===== src/verilog/amcr_pkg.sv =====
// register map, field positions, reset values and cycle counts of the converter control block
// assumes a 32-bit APB master with 12-bit byte addresses; one register per aligned word, 8 bits wide except the 16-bit result
package amcr_pkg;

  // register indices as printed; byte address is four times the index
  localparam logic [7:0] IDX_RESULT = 8'h78;
  localparam logic [7:0] IDX_CTRL_A = 8'h7a;
  localparam logic [7:0] IDX_CTRL_B = 8'h7b;
  localparam logic [7:0] IDX_MUX = 8'h7c;
  localparam int unsigned ADDR_W = 12;
  localparam logic [11:0] ADDR_RESULT = {2'h0, IDX_RESULT, 2'h0};
  localparam logic [11:0] ADDR_CTRL_A = {2'h0, IDX_CTRL_A, 2'h0};
  localparam logic [11:0] ADDR_CTRL_B = {2'h0, IDX_CTRL_B, 2'h0};
  localparam logic [11:0] ADDR_MUX = {2'h0, IDX_MUX, 2'h0};

  // input_mux_select fields
  localparam int unsigned MUX_REF_LSB = 6;
  localparam int unsigned MUX_LEFT_ADJ = 5;
  localparam int unsigned MUX_CHAN_LSB = 0;
  localparam logic [7:0] MUX_RESET = 8'h00;

  // converter_control_a fields
  localparam int unsigned CA_ENABLE = 7;
  localparam int unsigned CA_START = 6;
  localparam int unsigned CA_AUTO = 5;
  localparam int unsigned CA_DONE = 4;
  localparam int unsigned CA_IE = 3;
  localparam int unsigned CA_PS_LSB = 0;
  localparam logic [7:0] CA_RESET = 8'h00;

  // converter_control_b: trigger source in the low three bits
  localparam logic [2:0] TRIG_RESET = 3'h0;
  localparam logic [2:0] TRIG_FREE_RUN = 3'h0;

  localparam int unsigned RESULT_W = 10;
  localparam logic [4:0] FIRST_CONV_CYCLES = 5'd25;
  localparam logic [4:0] NORMAL_CONV_CYCLES = 5'd13;

  typedef enum logic [1:0] {GAIN_1X, GAIN_10X, GAIN_200X} amcr_gain_t;
  typedef enum logic {ST_IDLE, ST_CONVERT} amcr_state_t;

  // converter clock division for each prescale code
  function automatic logic [7:0] prescaleDivisor(input logic [2:0] sel);
    logic [7:0] div;
    div = 8'h01 << sel;
    if (sel == 3'h0) begin
      div = 8'h02;
    end
    return div;
  endfunction

endpackage


===== src/verilog/amcr_prescaler.sv =====
// converter clock generator: one-cycle tick every N system clocks
// assumes sel only matters while run is high; counter restarts when run drops
`timescale 1ns/1ps
module amcr_prescaler (
  input wire logic clk,
  input wire logic rst_n,
  input wire logic run,
  input wire logic [2:0] sel,
  output logic tick
);

  logic [7:0] count_q;
  logic [7:0] lastCount;

  assign lastCount = amcr_pkg::prescaleDivisor(sel) - 8'h01;

  always_ff @(posedge clk or negedge rst_n) begin
    if (!rst_n) begin
      count_q <= 8'h00;
    end else if (!run || count_q >= lastCount) begin
      // >= so a smaller divisor chosen mid-count cannot overrun
      count_q <= 8'h00;
    end else begin
      count_q <= count_q + 8'h01;
    end
  end

  assign tick = run && (count_q >= lastCount);

endmodule


===== src/verilog/amcr_top.sv =====
// converter control block: input mux select, control A/B and result register behind APB
// assumes the analog core presents a steady 10-bit result by the last converter clock of a conversion
//
// Summary of operation
// - reference and channel settings written mid-conversion apply only after that conversion ends.
// - reference code selects external pin, analog supply, internal 1.1V or 2.56V.
// - left-adjust bit set left-justifies result in 16 bits, else right-justifies.
// - changing left-adjust alters the presented result immediately, even mid-conversion.
// - channel codes 0 to 7 select single-ended inputs 0 to 7.
// - codes 8 to 15 select gain pairs against input 0 or 2, 10x or 200x.
// - codes 16-23 pair against input 1, 24-29 against input 2, unity gain.
// - code 30 selects the 1.1V bandgap, code 31 selects ground.
// - mux register holds reference 7:6, left-adjust 5, channel 4:0, reset zero.
// - control A holds enable, start, auto, done, interrupt enable, prescale; reset zero.
// - writing enable one powers the converter on, zero powers it off.
// - clearing enable during a conversion aborts it.
// - in single mode a start write of one while idle, with enable set or set in the same write, launches exactly one conversion.
// - in free-running mode one start write begins endless back-to-back conversions.
// - first conversion after enabling takes 25 converter clocks, later ones 13.
// - start bit reads one while converting and zero once complete.
// - writing zero to start is ignored.
// - with auto-trigger on, a rising edge of the selected trigger starts a conversion.
// - done flag sets on completion; cleared by writing one or vector acknowledge.
// - prescale codes divide system clock by 2,2,4,8,16,32,64,128.
//
// Register access over APB was left to the implementer.
`timescale 1ns/1ps
module amcr_top (
  input wire logic clk,
  input wire logic rst_n,
  input wire logic psel,
  input wire logic penable,
  input wire logic pwrite,
  input wire logic [11:0] paddr,
  input wire logic [31:0] pwdata,
  output logic [31:0] prdata,
  output logic pready,
  output logic pslverr,
  input wire logic [7:1] triggerIn,
  input wire logic [9:0] analogResult,
  input wire logic doneVectorAck,
  output logic converterOn,
  output logic converting,
  output logic [1:0] activeRefSelect,
  output logic refExternalPin,
  output logic refAnalogSupply,
  output logic refInternal1v1,
  output logic refInternal2v56,
  output logic [2:0] posInput,
  output logic [2:0] negInput,
  output logic differential,
  output amcr_pkg::amcr_gain_t gainSelect,
  output logic bandgapSelect,
  output logic groundSelect,
  output logic doneIrq
);

  // register storage
  logic [1:0] refSel_q;
  logic leftAdjust_q;
  logic [4:0] chanSel_q;
  logic enable_q;
  logic autoTrig_q;
  logic doneFlag_q;
  logic doneIe_q;
  logic [2:0] prescale_q;
  logic [2:0] trigSrc_q;
  logic [9:0] result_q;

  // bus outputs
  logic [31:0] prdata_q;
  logic pready_q;
  logic pslverr_q;

  // conversion engine
  amcr_pkg::amcr_state_t state_q;
  logic [4:0] cycle_q;
  logic firstPending_q;
  logic [4:0] convLen_q;

  // synchronisers
  logic [7:1] trigMeta_q;
  logic [7:1] trigSync_q;
  logic trigPrev_q;
  logic [9:0] resMeta_q;
  logic [9:0] resSync_q;

  // analog-facing registered outputs
  logic [1:0] actRef_q;
  logic [4:0] actChan_q;
  logic refExt_q;
  logic refAvcc_q;
  logic ref1v1_q;
  logic ref2v56_q;
  logic [2:0] posIn_q;
  logic [2:0] negIn_q;
  logic diff_q;
  amcr_pkg::amcr_gain_t gain_q;
  logic bandgap_q;
  logic ground_q;
  logic doneIrq_q;

  logic adcTick;
  logic setupPhase;
  logic wrAccess;
  logic wrCtrlA;
  logic wrMux;
  logic wrCtrlB;
  logic startWrite;
  logic enableWrite;
  logic trigSelected;
  logic trigEvent;
  logic convDone;
  logic freeRun;
  logic launch;
  logic [15:0] presented;
  logic [7:0] ctrlARead;

  // positive input of a channel code; unused for bandgap and ground codes
  function automatic logic [2:0] chanPositive(input logic [4:0] code);
    logic [2:0] pos;
    pos = code[2:0];
    if (code[4:3] == 2'b01) begin
      pos = {1'b0, code[2], code[0]};
    end
    return pos;
  endfunction

  // negative input of a differential code
  function automatic logic [2:0] chanNegative(input logic [4:0] code);
    logic [2:0] neg;
    neg = 3'h0;
    case (code[4:3])
      2'b01: neg = {1'b0, code[2], 1'b0};
      2'b10: neg = 3'h1;
      2'b11: neg = 3'h2;
      default: neg = 3'h0;
    endcase
    return neg;
  endfunction

  function automatic amcr_pkg::amcr_gain_t chanGain(input logic [4:0] code);
    amcr_pkg::amcr_gain_t g;
    g = amcr_pkg::GAIN_1X;
    if (code[4:3] == 2'b01) begin
      g = code[1] ? amcr_pkg::GAIN_200X : amcr_pkg::GAIN_10X;
    end
    return g;
  endfunction

  amcr_prescaler u_prescaler (
    .clk(clk),
    .rst_n(rst_n),
    .run(enable_q),
    .sel(prescale_q),
    .tick(adcTick)
  );

  // bus decode
  assign setupPhase = psel && !penable;
  assign wrAccess = psel && penable && pready_q && pwrite;
  assign wrCtrlA = wrAccess && (paddr == amcr_pkg::ADDR_CTRL_A);
  assign wrCtrlB = wrAccess && (paddr == amcr_pkg::ADDR_CTRL_B);
  assign wrMux = wrAccess && (paddr == amcr_pkg::ADDR_MUX);
  assign enableWrite = wrCtrlA && pwdata[amcr_pkg::CA_ENABLE];
  assign startWrite = wrCtrlA && pwdata[amcr_pkg::CA_START];

  // result presentation follows the live left-adjust bit
  assign presented = leftAdjust_q ? {result_q, 6'h00} : {6'h00, result_q};

  assign ctrlARead = {enable_q, (state_q == amcr_pkg::ST_CONVERT), autoTrig_q, doneFlag_q,
                      doneIe_q, prescale_q};

  // trigger selection and edge detection on synchronised inputs
  assign freeRun = autoTrig_q && (trigSrc_q == amcr_pkg::TRIG_FREE_RUN);
  assign trigSelected = (trigSrc_q == amcr_pkg::TRIG_FREE_RUN) ? 1'b0 : trigSync_q[trigSrc_q];
  assign trigEvent = autoTrig_q && trigSelected && !trigPrev_q;

  assign convDone = (state_q == amcr_pkg::ST_CONVERT) && enable_q && adcTick
                    && (cycle_q == convLen_q - 5'd1);
  // enable may arrive in the same write as start
  assign launch = (state_q == amcr_pkg::ST_IDLE) && (enable_q || enableWrite)
                  && (startWrite || trigEvent) && !(wrCtrlA && !pwdata[amcr_pkg::CA_ENABLE]);

  // APB answer: data and pready prepared in setup, one-cycle access phase
  always_ff @(posedge clk or negedge rst_n) begin
    if (!rst_n) begin
      prdata_q <= 32'h0000_0000;
      pready_q <= 1'b0;
      pslverr_q <= 1'b0;
    end else if (setupPhase) begin
      pready_q <= 1'b1;
      pslverr_q <= 1'b0;
      prdata_q <= 32'h0000_0000;
      case (paddr)
        amcr_pkg::ADDR_RESULT: prdata_q <= {16'h0000, presented};
        amcr_pkg::ADDR_CTRL_A: prdata_q <= {24'h000000, ctrlARead};
        amcr_pkg::ADDR_CTRL_B: prdata_q <= {29'h0, trigSrc_q};
        amcr_pkg::ADDR_MUX: prdata_q <= {24'h000000, refSel_q, leftAdjust_q, chanSel_q};
        default: pslverr_q <= 1'b1;
      endcase
    end else begin
      pready_q <= 1'b0;
      pslverr_q <= 1'b0;
    end
  end

  // input_mux_select storage
  always_ff @(posedge clk or negedge rst_n) begin
    if (!rst_n) begin
      {refSel_q, leftAdjust_q, chanSel_q} <= amcr_pkg::MUX_RESET;
    end else if (wrMux) begin
      refSel_q <= pwdata[amcr_pkg::MUX_REF_LSB +: 2];
      leftAdjust_q <= pwdata[amcr_pkg::MUX_LEFT_ADJ];
      chanSel_q <= pwdata[amcr_pkg::MUX_CHAN_LSB +: 5];
    end
  end

  // converter_control_a stored bits and control B
  always_ff @(posedge clk or negedge rst_n) begin
    if (!rst_n) begin
      {enable_q, autoTrig_q, doneIe_q, prescale_q} <= {amcr_pkg::CA_RESET[7], amcr_pkg::CA_RESET[5],
                                                      amcr_pkg::CA_RESET[3:0]};
      trigSrc_q <= amcr_pkg::TRIG_RESET;
    end else begin
      if (wrCtrlA) begin
        enable_q <= pwdata[amcr_pkg::CA_ENABLE];
        autoTrig_q <= pwdata[amcr_pkg::CA_AUTO];
        doneIe_q <= pwdata[amcr_pkg::CA_IE];
        prescale_q <= pwdata[amcr_pkg::CA_PS_LSB +: 3];
      end
      if (wrCtrlB) begin
        trigSrc_q <= pwdata[2:0];
      end
    end
  end

  // done flag: completion beats a clear in the same cycle
  always_ff @(posedge clk or negedge rst_n) begin
    if (!rst_n) begin
      doneFlag_q <= 1'b0;
    end else if (convDone) begin
      doneFlag_q <= 1'b1;
    end else if ((wrCtrlA && pwdata[amcr_pkg::CA_DONE]) || doneVectorAck) begin
      doneFlag_q <= 1'b0;
    end
  end

  always_ff @(posedge clk or negedge rst_n) begin
    if (!rst_n) begin
      doneIrq_q <= 1'b0;
    end else begin
      doneIrq_q <= doneFlag_q && doneIe_q;
    end
  end

  // pin synchronisers; only the second stage is looked at
  always_ff @(posedge clk or negedge rst_n) begin
    if (!rst_n) begin
      trigMeta_q <= 7'h00;
      trigSync_q <= 7'h00;
      resMeta_q <= 10'h000;
      resSync_q <= 10'h000;
      trigPrev_q <= 1'b0;
    end else begin
      trigMeta_q <= triggerIn;
      trigSync_q <= trigMeta_q;
      resMeta_q <= analogResult;
      resSync_q <= resMeta_q;
      // previous value of the selected line, so switching to a high source is an edge
      trigPrev_q <= trigSelected;
    end
  end

  // first-conversion marker, armed by each off-to-on transition that does not launch in the same write
  always_ff @(posedge clk or negedge rst_n) begin
    if (!rst_n) begin
      firstPending_q <= 1'b0;
    end else if (!enable_q && enableWrite && !launch) begin
      firstPending_q <= 1'b1;
    end else if (launch || !enable_q) begin
      firstPending_q <= 1'b0;
    end
  end

  // conversion sequencer counted in converter clocks
  always_ff @(posedge clk or negedge rst_n) begin
    if (!rst_n) begin
      state_q <= amcr_pkg::ST_IDLE;
      cycle_q <= 5'd0;
      convLen_q <= amcr_pkg::NORMAL_CONV_CYCLES;
      result_q <= 10'h000;
    end else begin
      case (state_q)
        amcr_pkg::ST_IDLE: begin
          cycle_q <= 5'd0;
          if (launch) begin
            state_q <= amcr_pkg::ST_CONVERT;
            convLen_q <= (firstPending_q || !enable_q) ? amcr_pkg::FIRST_CONV_CYCLES
                                                       : amcr_pkg::NORMAL_CONV_CYCLES;
          end
        end
        amcr_pkg::ST_CONVERT: begin
          if (!enable_q) begin
            state_q <= amcr_pkg::ST_IDLE;
            cycle_q <= 5'd0;
          end else if (convDone) begin
            result_q <= resSync_q;
            cycle_q <= 5'd0;
            convLen_q <= amcr_pkg::NORMAL_CONV_CYCLES;
            // free-running restarts at once without software
            state_q <= freeRun ? amcr_pkg::ST_CONVERT : amcr_pkg::ST_IDLE;
          end else if (adcTick) begin
            cycle_q <= cycle_q + 5'd1;
          end
        end
        default: state_q <= amcr_pkg::ST_IDLE;
      endcase
    end
  end

  // settings reach the analog side only between conversions
  always_ff @(posedge clk or negedge rst_n) begin
    if (!rst_n) begin
      actRef_q <= 2'h0;
      actChan_q <= 5'h00;
    end else if (state_q == amcr_pkg::ST_IDLE || convDone) begin
      actRef_q <= refSel_q;
      actChan_q <= chanSel_q;
    end
  end

  // decoded analog selects, registered
  always_ff @(posedge clk or negedge rst_n) begin
    if (!rst_n) begin
      refExt_q <= 1'b0;
      refAvcc_q <= 1'b0;
      ref1v1_q <= 1'b0;
      ref2v56_q <= 1'b0;
      posIn_q <= 3'h0;
      negIn_q <= 3'h0;
      diff_q <= 1'b0;
      gain_q <= amcr_pkg::GAIN_1X;
      bandgap_q <= 1'b0;
      ground_q <= 1'b0;
    end else begin
      refExt_q <= (actRef_q == 2'b00);
      refAvcc_q <= (actRef_q == 2'b01);
      ref1v1_q <= (actRef_q == 2'b10);
      ref2v56_q <= (actRef_q == 2'b11);
      posIn_q <= chanPositive(actChan_q);
      negIn_q <= chanNegative(actChan_q);
      diff_q <= (actChan_q[4:3] != 2'b00) && (actChan_q[4:1] != 4'hf);
      gain_q <= chanGain(actChan_q);
      bandgap_q <= (actChan_q == 5'h1e);
      ground_q <= (actChan_q == 5'h1f);
    end
  end

  assign prdata = prdata_q;
  assign pready = pready_q;
  assign pslverr = pslverr_q;
  assign converterOn = enable_q;
  assign converting = (state_q == amcr_pkg::ST_CONVERT);
  assign activeRefSelect = actRef_q;
  assign refExternalPin = refExt_q;
  assign refAnalogSupply = refAvcc_q;
  assign refInternal1v1 = ref1v1_q;
  assign refInternal2v56 = ref2v56_q;
  assign posInput = posIn_q;
  assign negInput = negIn_q;
  assign differential = diff_q;
  assign gainSelect = gain_q;
  assign bandgapSelect = bandgap_q;
  assign groundSelect = ground_q;
  assign doneIrq = doneIrq_q;

endmodule

===== config.mk =====
export PLATFORM = sky130hd
export DESIGN_NAME = amcr_top
export DESIGN_NICKNAME = d
export VERILOG_FILES = /design/src/verilog/amcr_pkg.sv /design/src/verilog/amcr_prescaler.sv /design/src/verilog/amcr_top.sv
export SDC_FILE = /design/constraint.sdc
export NUM_CORES = 1
export LEC_CHECK = 0
export ABC_AREA = 1
export BUFFER_PORTS_ARGS = -buffer_cell sky130_fd_sc_hd__buf_2
export CAP_MARGIN = 30
export CORE_AREA = 10 10 118 120
export DETAILED_ROUTE_END_ITERATION = 7
export DIE_AREA = 0 0 128 130
export PLACE_DENSITY = 0.74
export SYNTH_ARGS = -nofsm -noshare
export SYNTH_HDL_FRONTEND = slang
export SYNTH_SLANG_ARGS = --single-unit

===== constraint.sdc =====
create_clock -name clk -period 2.8 [get_ports clk]
set_input_delay 0.28 -clock clk [delete_from_list [all_inputs] [get_ports clk]]
set_output_delay 0.28 -clock clk [all_outputs]
set_load 0.05 [all_outputs]

==> impl_metrics.prom <==
# TYPE chip_impl_metric gauge
chip_impl_metric{name="ant_nets",unit=""} 0
chip_impl_metric{name="chipWidth",unit="um"} 128
chip_impl_metric{name="antennaDiodeCount",unit=""} 0
chip_impl_metric{name="grt.total_usage",unit="%"} 14.2
chip_impl_metric{name="synth.cell_area",unit="sq mm"} 0.00510
chip_impl_metric{name="avgSynthCellArea",unit="sq um"} 9.65
chip_impl_metric{name="drv_cap",unit=""} 0
chip_impl_info{name="hold_class",value="in -> reg"} 1
chip_impl_metric{name="insertion_delay",unit="ns"} 0.41
chip_impl_info{name="synthTopCellsByCount",value="119 x dfrtp_1, 114 x nand2_1, 66 x inv_1"} 1
chip_impl_metric{name="final.setup.tns",unit="ns"} 0
chip_impl_metric{name="core-area",unit="sq mm"} 0.0117
chip_impl_metric{name="nFillCells",unit=""} 1034
chip_impl_metric{name="gp_congestion",unit=""} 0.867
chip_impl_metric{name="worstRegToRegCells",unit=""} 14
chip_impl_metric{name="finClkSkew",unit="ns"} 0.00819
chip_impl_metric{name="power_density_over_the_cells",unit="mW/mm^2"} 769
chip_impl_metric{name="route.final.wire_length",unit="mm"} 11.5
chip_impl_metric{name="timing_max_transition_violations_final",unit=""} 0
chip_impl_metric{name="finalCriticalPeriod",unit="ns"} 2.49
chip_impl_metric{name="vias",unit=""} 3918
chip_impl_metric{name="die-height",unit="um"} 130
chip_impl_metric{name="layout_cells_sized_above_1",unit="%"} 22.2
chip_impl_metric{name="synth_seq_cells",unit=""} 120
chip_impl_metric{name="syn2layout_area_growth",unit="%"} 26.4
chip_impl_metric{name="io_buffers",unit=""} 79
chip_impl_info{name="grt_setup_unrepaired",value="false"} 1
chip_impl_info{name="most_common_cell_in_the_netlist",value="dfrtp_1"} 1
chip_impl_metric{name="global_route.overflow_total",unit=""} 0
chip_impl_metric{name="cellLeakagePower",unit="uW"} 0.00335
chip_impl_metric{name="async_flop_share",unit="%"} 100
chip_impl_info{name="post-synth-top-area-cell",value="dfrtp_1"} 1
chip_impl_metric{name="grt_first_pass_wirelength",unit="mm"} 19.3
chip_impl_info{name="clock_tree_from_tritoncts",value="done"} 1
chip_impl_metric{name="grt_pass1_vias",unit=""} 4051
chip_impl_metric{name="start_util",unit="%"} 43.5
chip_impl_metric{name="fin_nets",unit=""} 718
chip_impl_info{name="crit_path_end_kind",value="flop"} 1
chip_impl_metric{name="netlist_cell_types",unit=""} 46
chip_impl_metric{name="drtIter0Drc",unit=""} 256
chip_impl_metric{name="numCtsBuffers",unit=""} 17
chip_impl_metric{name="count_of_flip_flops_with_a_built_in_enable_after_synthesis",unit=""} 0
chip_impl_metric{name="max_frequency",unit="MHz"} 401
chip_impl_metric{name="place_worst_setup_slack",unit="ns"} 0.206
chip_impl_metric{name="crit_arrival",unit="ns"} 2.79
chip_impl_metric{name="antenna_found_initial",unit=""} 0
chip_impl_metric{name="worst_slack",unit="ns"} 0.309
chip_impl_info{name="crit-reg2reg-capture",value="converting"} 1
chip_impl_metric{name="die_area",unit="sq mm"} 0.0166
chip_impl_info{name="criticalPathCategory",value="reg -> reg"} 1
chip_impl_metric{name="yosysTopAreaCellShare",unit="%"} 58.4
chip_impl_metric{name="yosysWarnings",unit=""} 0
chip_impl_metric{name="internal_reg_to_reg_setup_slack",unit="ns"} 0.31
chip_impl_info{name="startpoint",value="prescale_q[2]"} 1
chip_impl_metric{name="viasPerCell",unit=""} 4.90
chip_impl_metric{name="avgRoutedWirePerCell",unit="um"} 14.3
chip_impl_metric{name="htree_levels",unit=""} 4
chip_impl_metric{name="hold_ws",unit="ns"} 0.113
chip_impl_info{name="synth_top_flop_cell",value="dfrtp_1"} 1
chip_impl_metric{name="finalHoldViolations",unit=""} 0
chip_impl_metric{name="setup-violations-final",unit=""} 0
chip_impl_info{name="outcome",value="completed"} 1
chip_impl_metric{name="dp_wirelength",unit="mm"} 8.17
chip_impl_metric{name="drt-pass1-iter-count",unit=""} 4
chip_impl_metric{name="path_clk_slew",unit="ns"} 0.05
chip_impl_metric{name="fin_crit_sh",unit="%"} 89.0
chip_impl_metric{name="synth_sequential_area_ratio",unit="%"} 58.9
chip_impl_info{name="critPathCapture",value="converting"} 1
chip_impl_info{name="origin_of_the_critical_flop_to_flop_path",value="prescale_q[2]"} 1
chip_impl_metric{name="drcViolationCount",unit=""} 0
chip_impl_metric{name="peakVddDrop",unit="mV"} 0.387
chip_impl_info{name="worstSetupStartpointType",value="flop"} 1
chip_impl_metric{name="clk_path_buf_depth",unit=""} 2
chip_impl_metric{name="core.rowCount",unit=""} 40
chip_impl_metric{name="num_io_pins",unit=""} 121
chip_impl_metric{name="grt_max_degree",unit=""} 91
chip_impl_metric{name="cp_max_fo",unit=""} 6
chip_impl_metric{name="synthesis.instances",unit=""} 528
chip_impl_metric{name="numClockSinks",unit=""} 120
chip_impl_info{name="cts_root_buf",value="clkbuf_16"} 1
chip_impl_info{name="netlist_top_cells_area",value="dfrtp_1 58%, nand2_1 8.4%, inv_1 4.9%"} 1
chip_impl_metric{name="timing.critical_path.required",unit="ns"} 3.10
-- placed cells by master (no fill, tap or decap), types with 6 or more instances in the layout --
cell           synthesis  final
nand2_1              114    113
buf_2                  4     78
inv_1                 66     66
o21ai_0               25     25
dfrtp_1              119    119
clkinv_2               1      6
clkbuf_16              0     17
ha_1                  11     11
o21ai_1               22     22
buf_4                 19      7
nand3_1               34     34
a21oi_1               10     10
dlygate4sd3_1          0     18
nor2_1                35     33
conb_1                 1     17
-- worst max-delay path, stage by stage (launching register included) --
cell and delay, ns:
dfrtp_1 0.44, inv_1 0.10, nand3_1 0.08, ha_1 0.24, xnor2_1 0.16, inv_1 0.06
ha_1 0.30, nand2_1 0.06, o21ai_1 0.15, nand3_1 0.13, nand2_2 0.15, nand3_4 0.14
buf_4 0.18, o21ai_0 0.13, nand2_1 0.06
-- sequential cells by signal, indices dropped and copies added, names as in the netlist, 2 cells and up --
register / flops
prescale_q: 3
actChan_q: 5
negInput: 2
u_prescaler.count_q: 8
posInput: 3
trigMeta_q: 7
gainSelect: 2
activeRefSelect: 2
resMeta_q: 10
cycle_q: 5
result_q: 10
prdata: 16
refSel_q: 2
resSync_q: 10
convLen_q: 2
chanSel_q: 5
trigSync_q: 7
trigSrc_q: 3
-- cell type report --
cell class | instances | area, sq um | share of cell area (%)
Tap cell | 147 | 184 | 2.85
Timing Repair Buffer | 105 | 654 | 10.2
Clock inverter | 9 | 145 | 2.25
Inverter | 70 | 264 | 4.10
Sequential cell | 120 | 3000 | 46.6
Clock buffer | 22 | 484 | 7.52
Multi-Input combinational cell | 326 | 1710 | 26.5
-- repair_timing --
action                     CTS  global route
setup endpoints to repair    0            18
hold buffers                18             0
hold endpoints to repair    47             0
buffers inserted             0             3
gates resized for setup      0             4
-- worst min path at each step --
stage / to / cells after the start / startpoint / slack (ns)
after floorplan: actChan_q[0] / 0 / rst_n / -0.02
after global placement: u_prescaler.count_q[0] / 1 / rst_n / 0.23
after detailed placement: u_prescaler.count_q[0] / 1 / rst_n / 0.24
after CTS: pready / 2 / penable / 0.09
after global routing: pready / 2 / penable / 0.12
final: pready / 2 / penable / 0.11
-- power breakdown --
part / switching [uW] / internal, uW / total, uW / leakage, uW
Sequential: 110 / 1880 / 1990 / 0.00156
Clock: 735 / 1570 / 2300 / 0.000316
Combinational: 460 / 194 / 654 / 0.00147
Total: 1310 / 3650 / 4950 / 0.00335
-- per-layer routing --
layer,wire [um],track usage (%),part of all wire (%),vias to the layer above
met5,0,0,0,-
met4,158,5.10,1.4,0
met3,809,5.03,7.1,21
met2,5560,23.0,49,131
met1,4920,17.3,43,1879
li1,-,-,-,1887
-- stage by stage --
step                instances  utilization, %  total power (uW)  cell area, sq um
floorplan                 544               -              2460              5160
global placement          747            47.8              2600              5600
detailed placement        747            47.8              2630              5600
CTS                       796            54.7              4970              6410
global route              799            55.0              5170              6440
finish                    799            55.0              4950              6440
-- cells by family (layout without fill, tap and decap cells) --
family / Yosys count / count (layout) / synth area share, %
and+or+nand+nor: 213 / 213 / 18.8
DFF: 120 / 120 / 58.9
buffers and inverters: 98 / 206 / 8.89
AOI/OAI and AO/OA: 76 / 76 / 8.89
adders and majority gates: 11 / 11 / 2.70
xor gates and xnor gates: 6 / 6 / 1.03
muxes: 3 / 3 / 0.687
other: 1 / 17 / 0.0736
No activity file was read; power rests on OpenSTA's default activity.
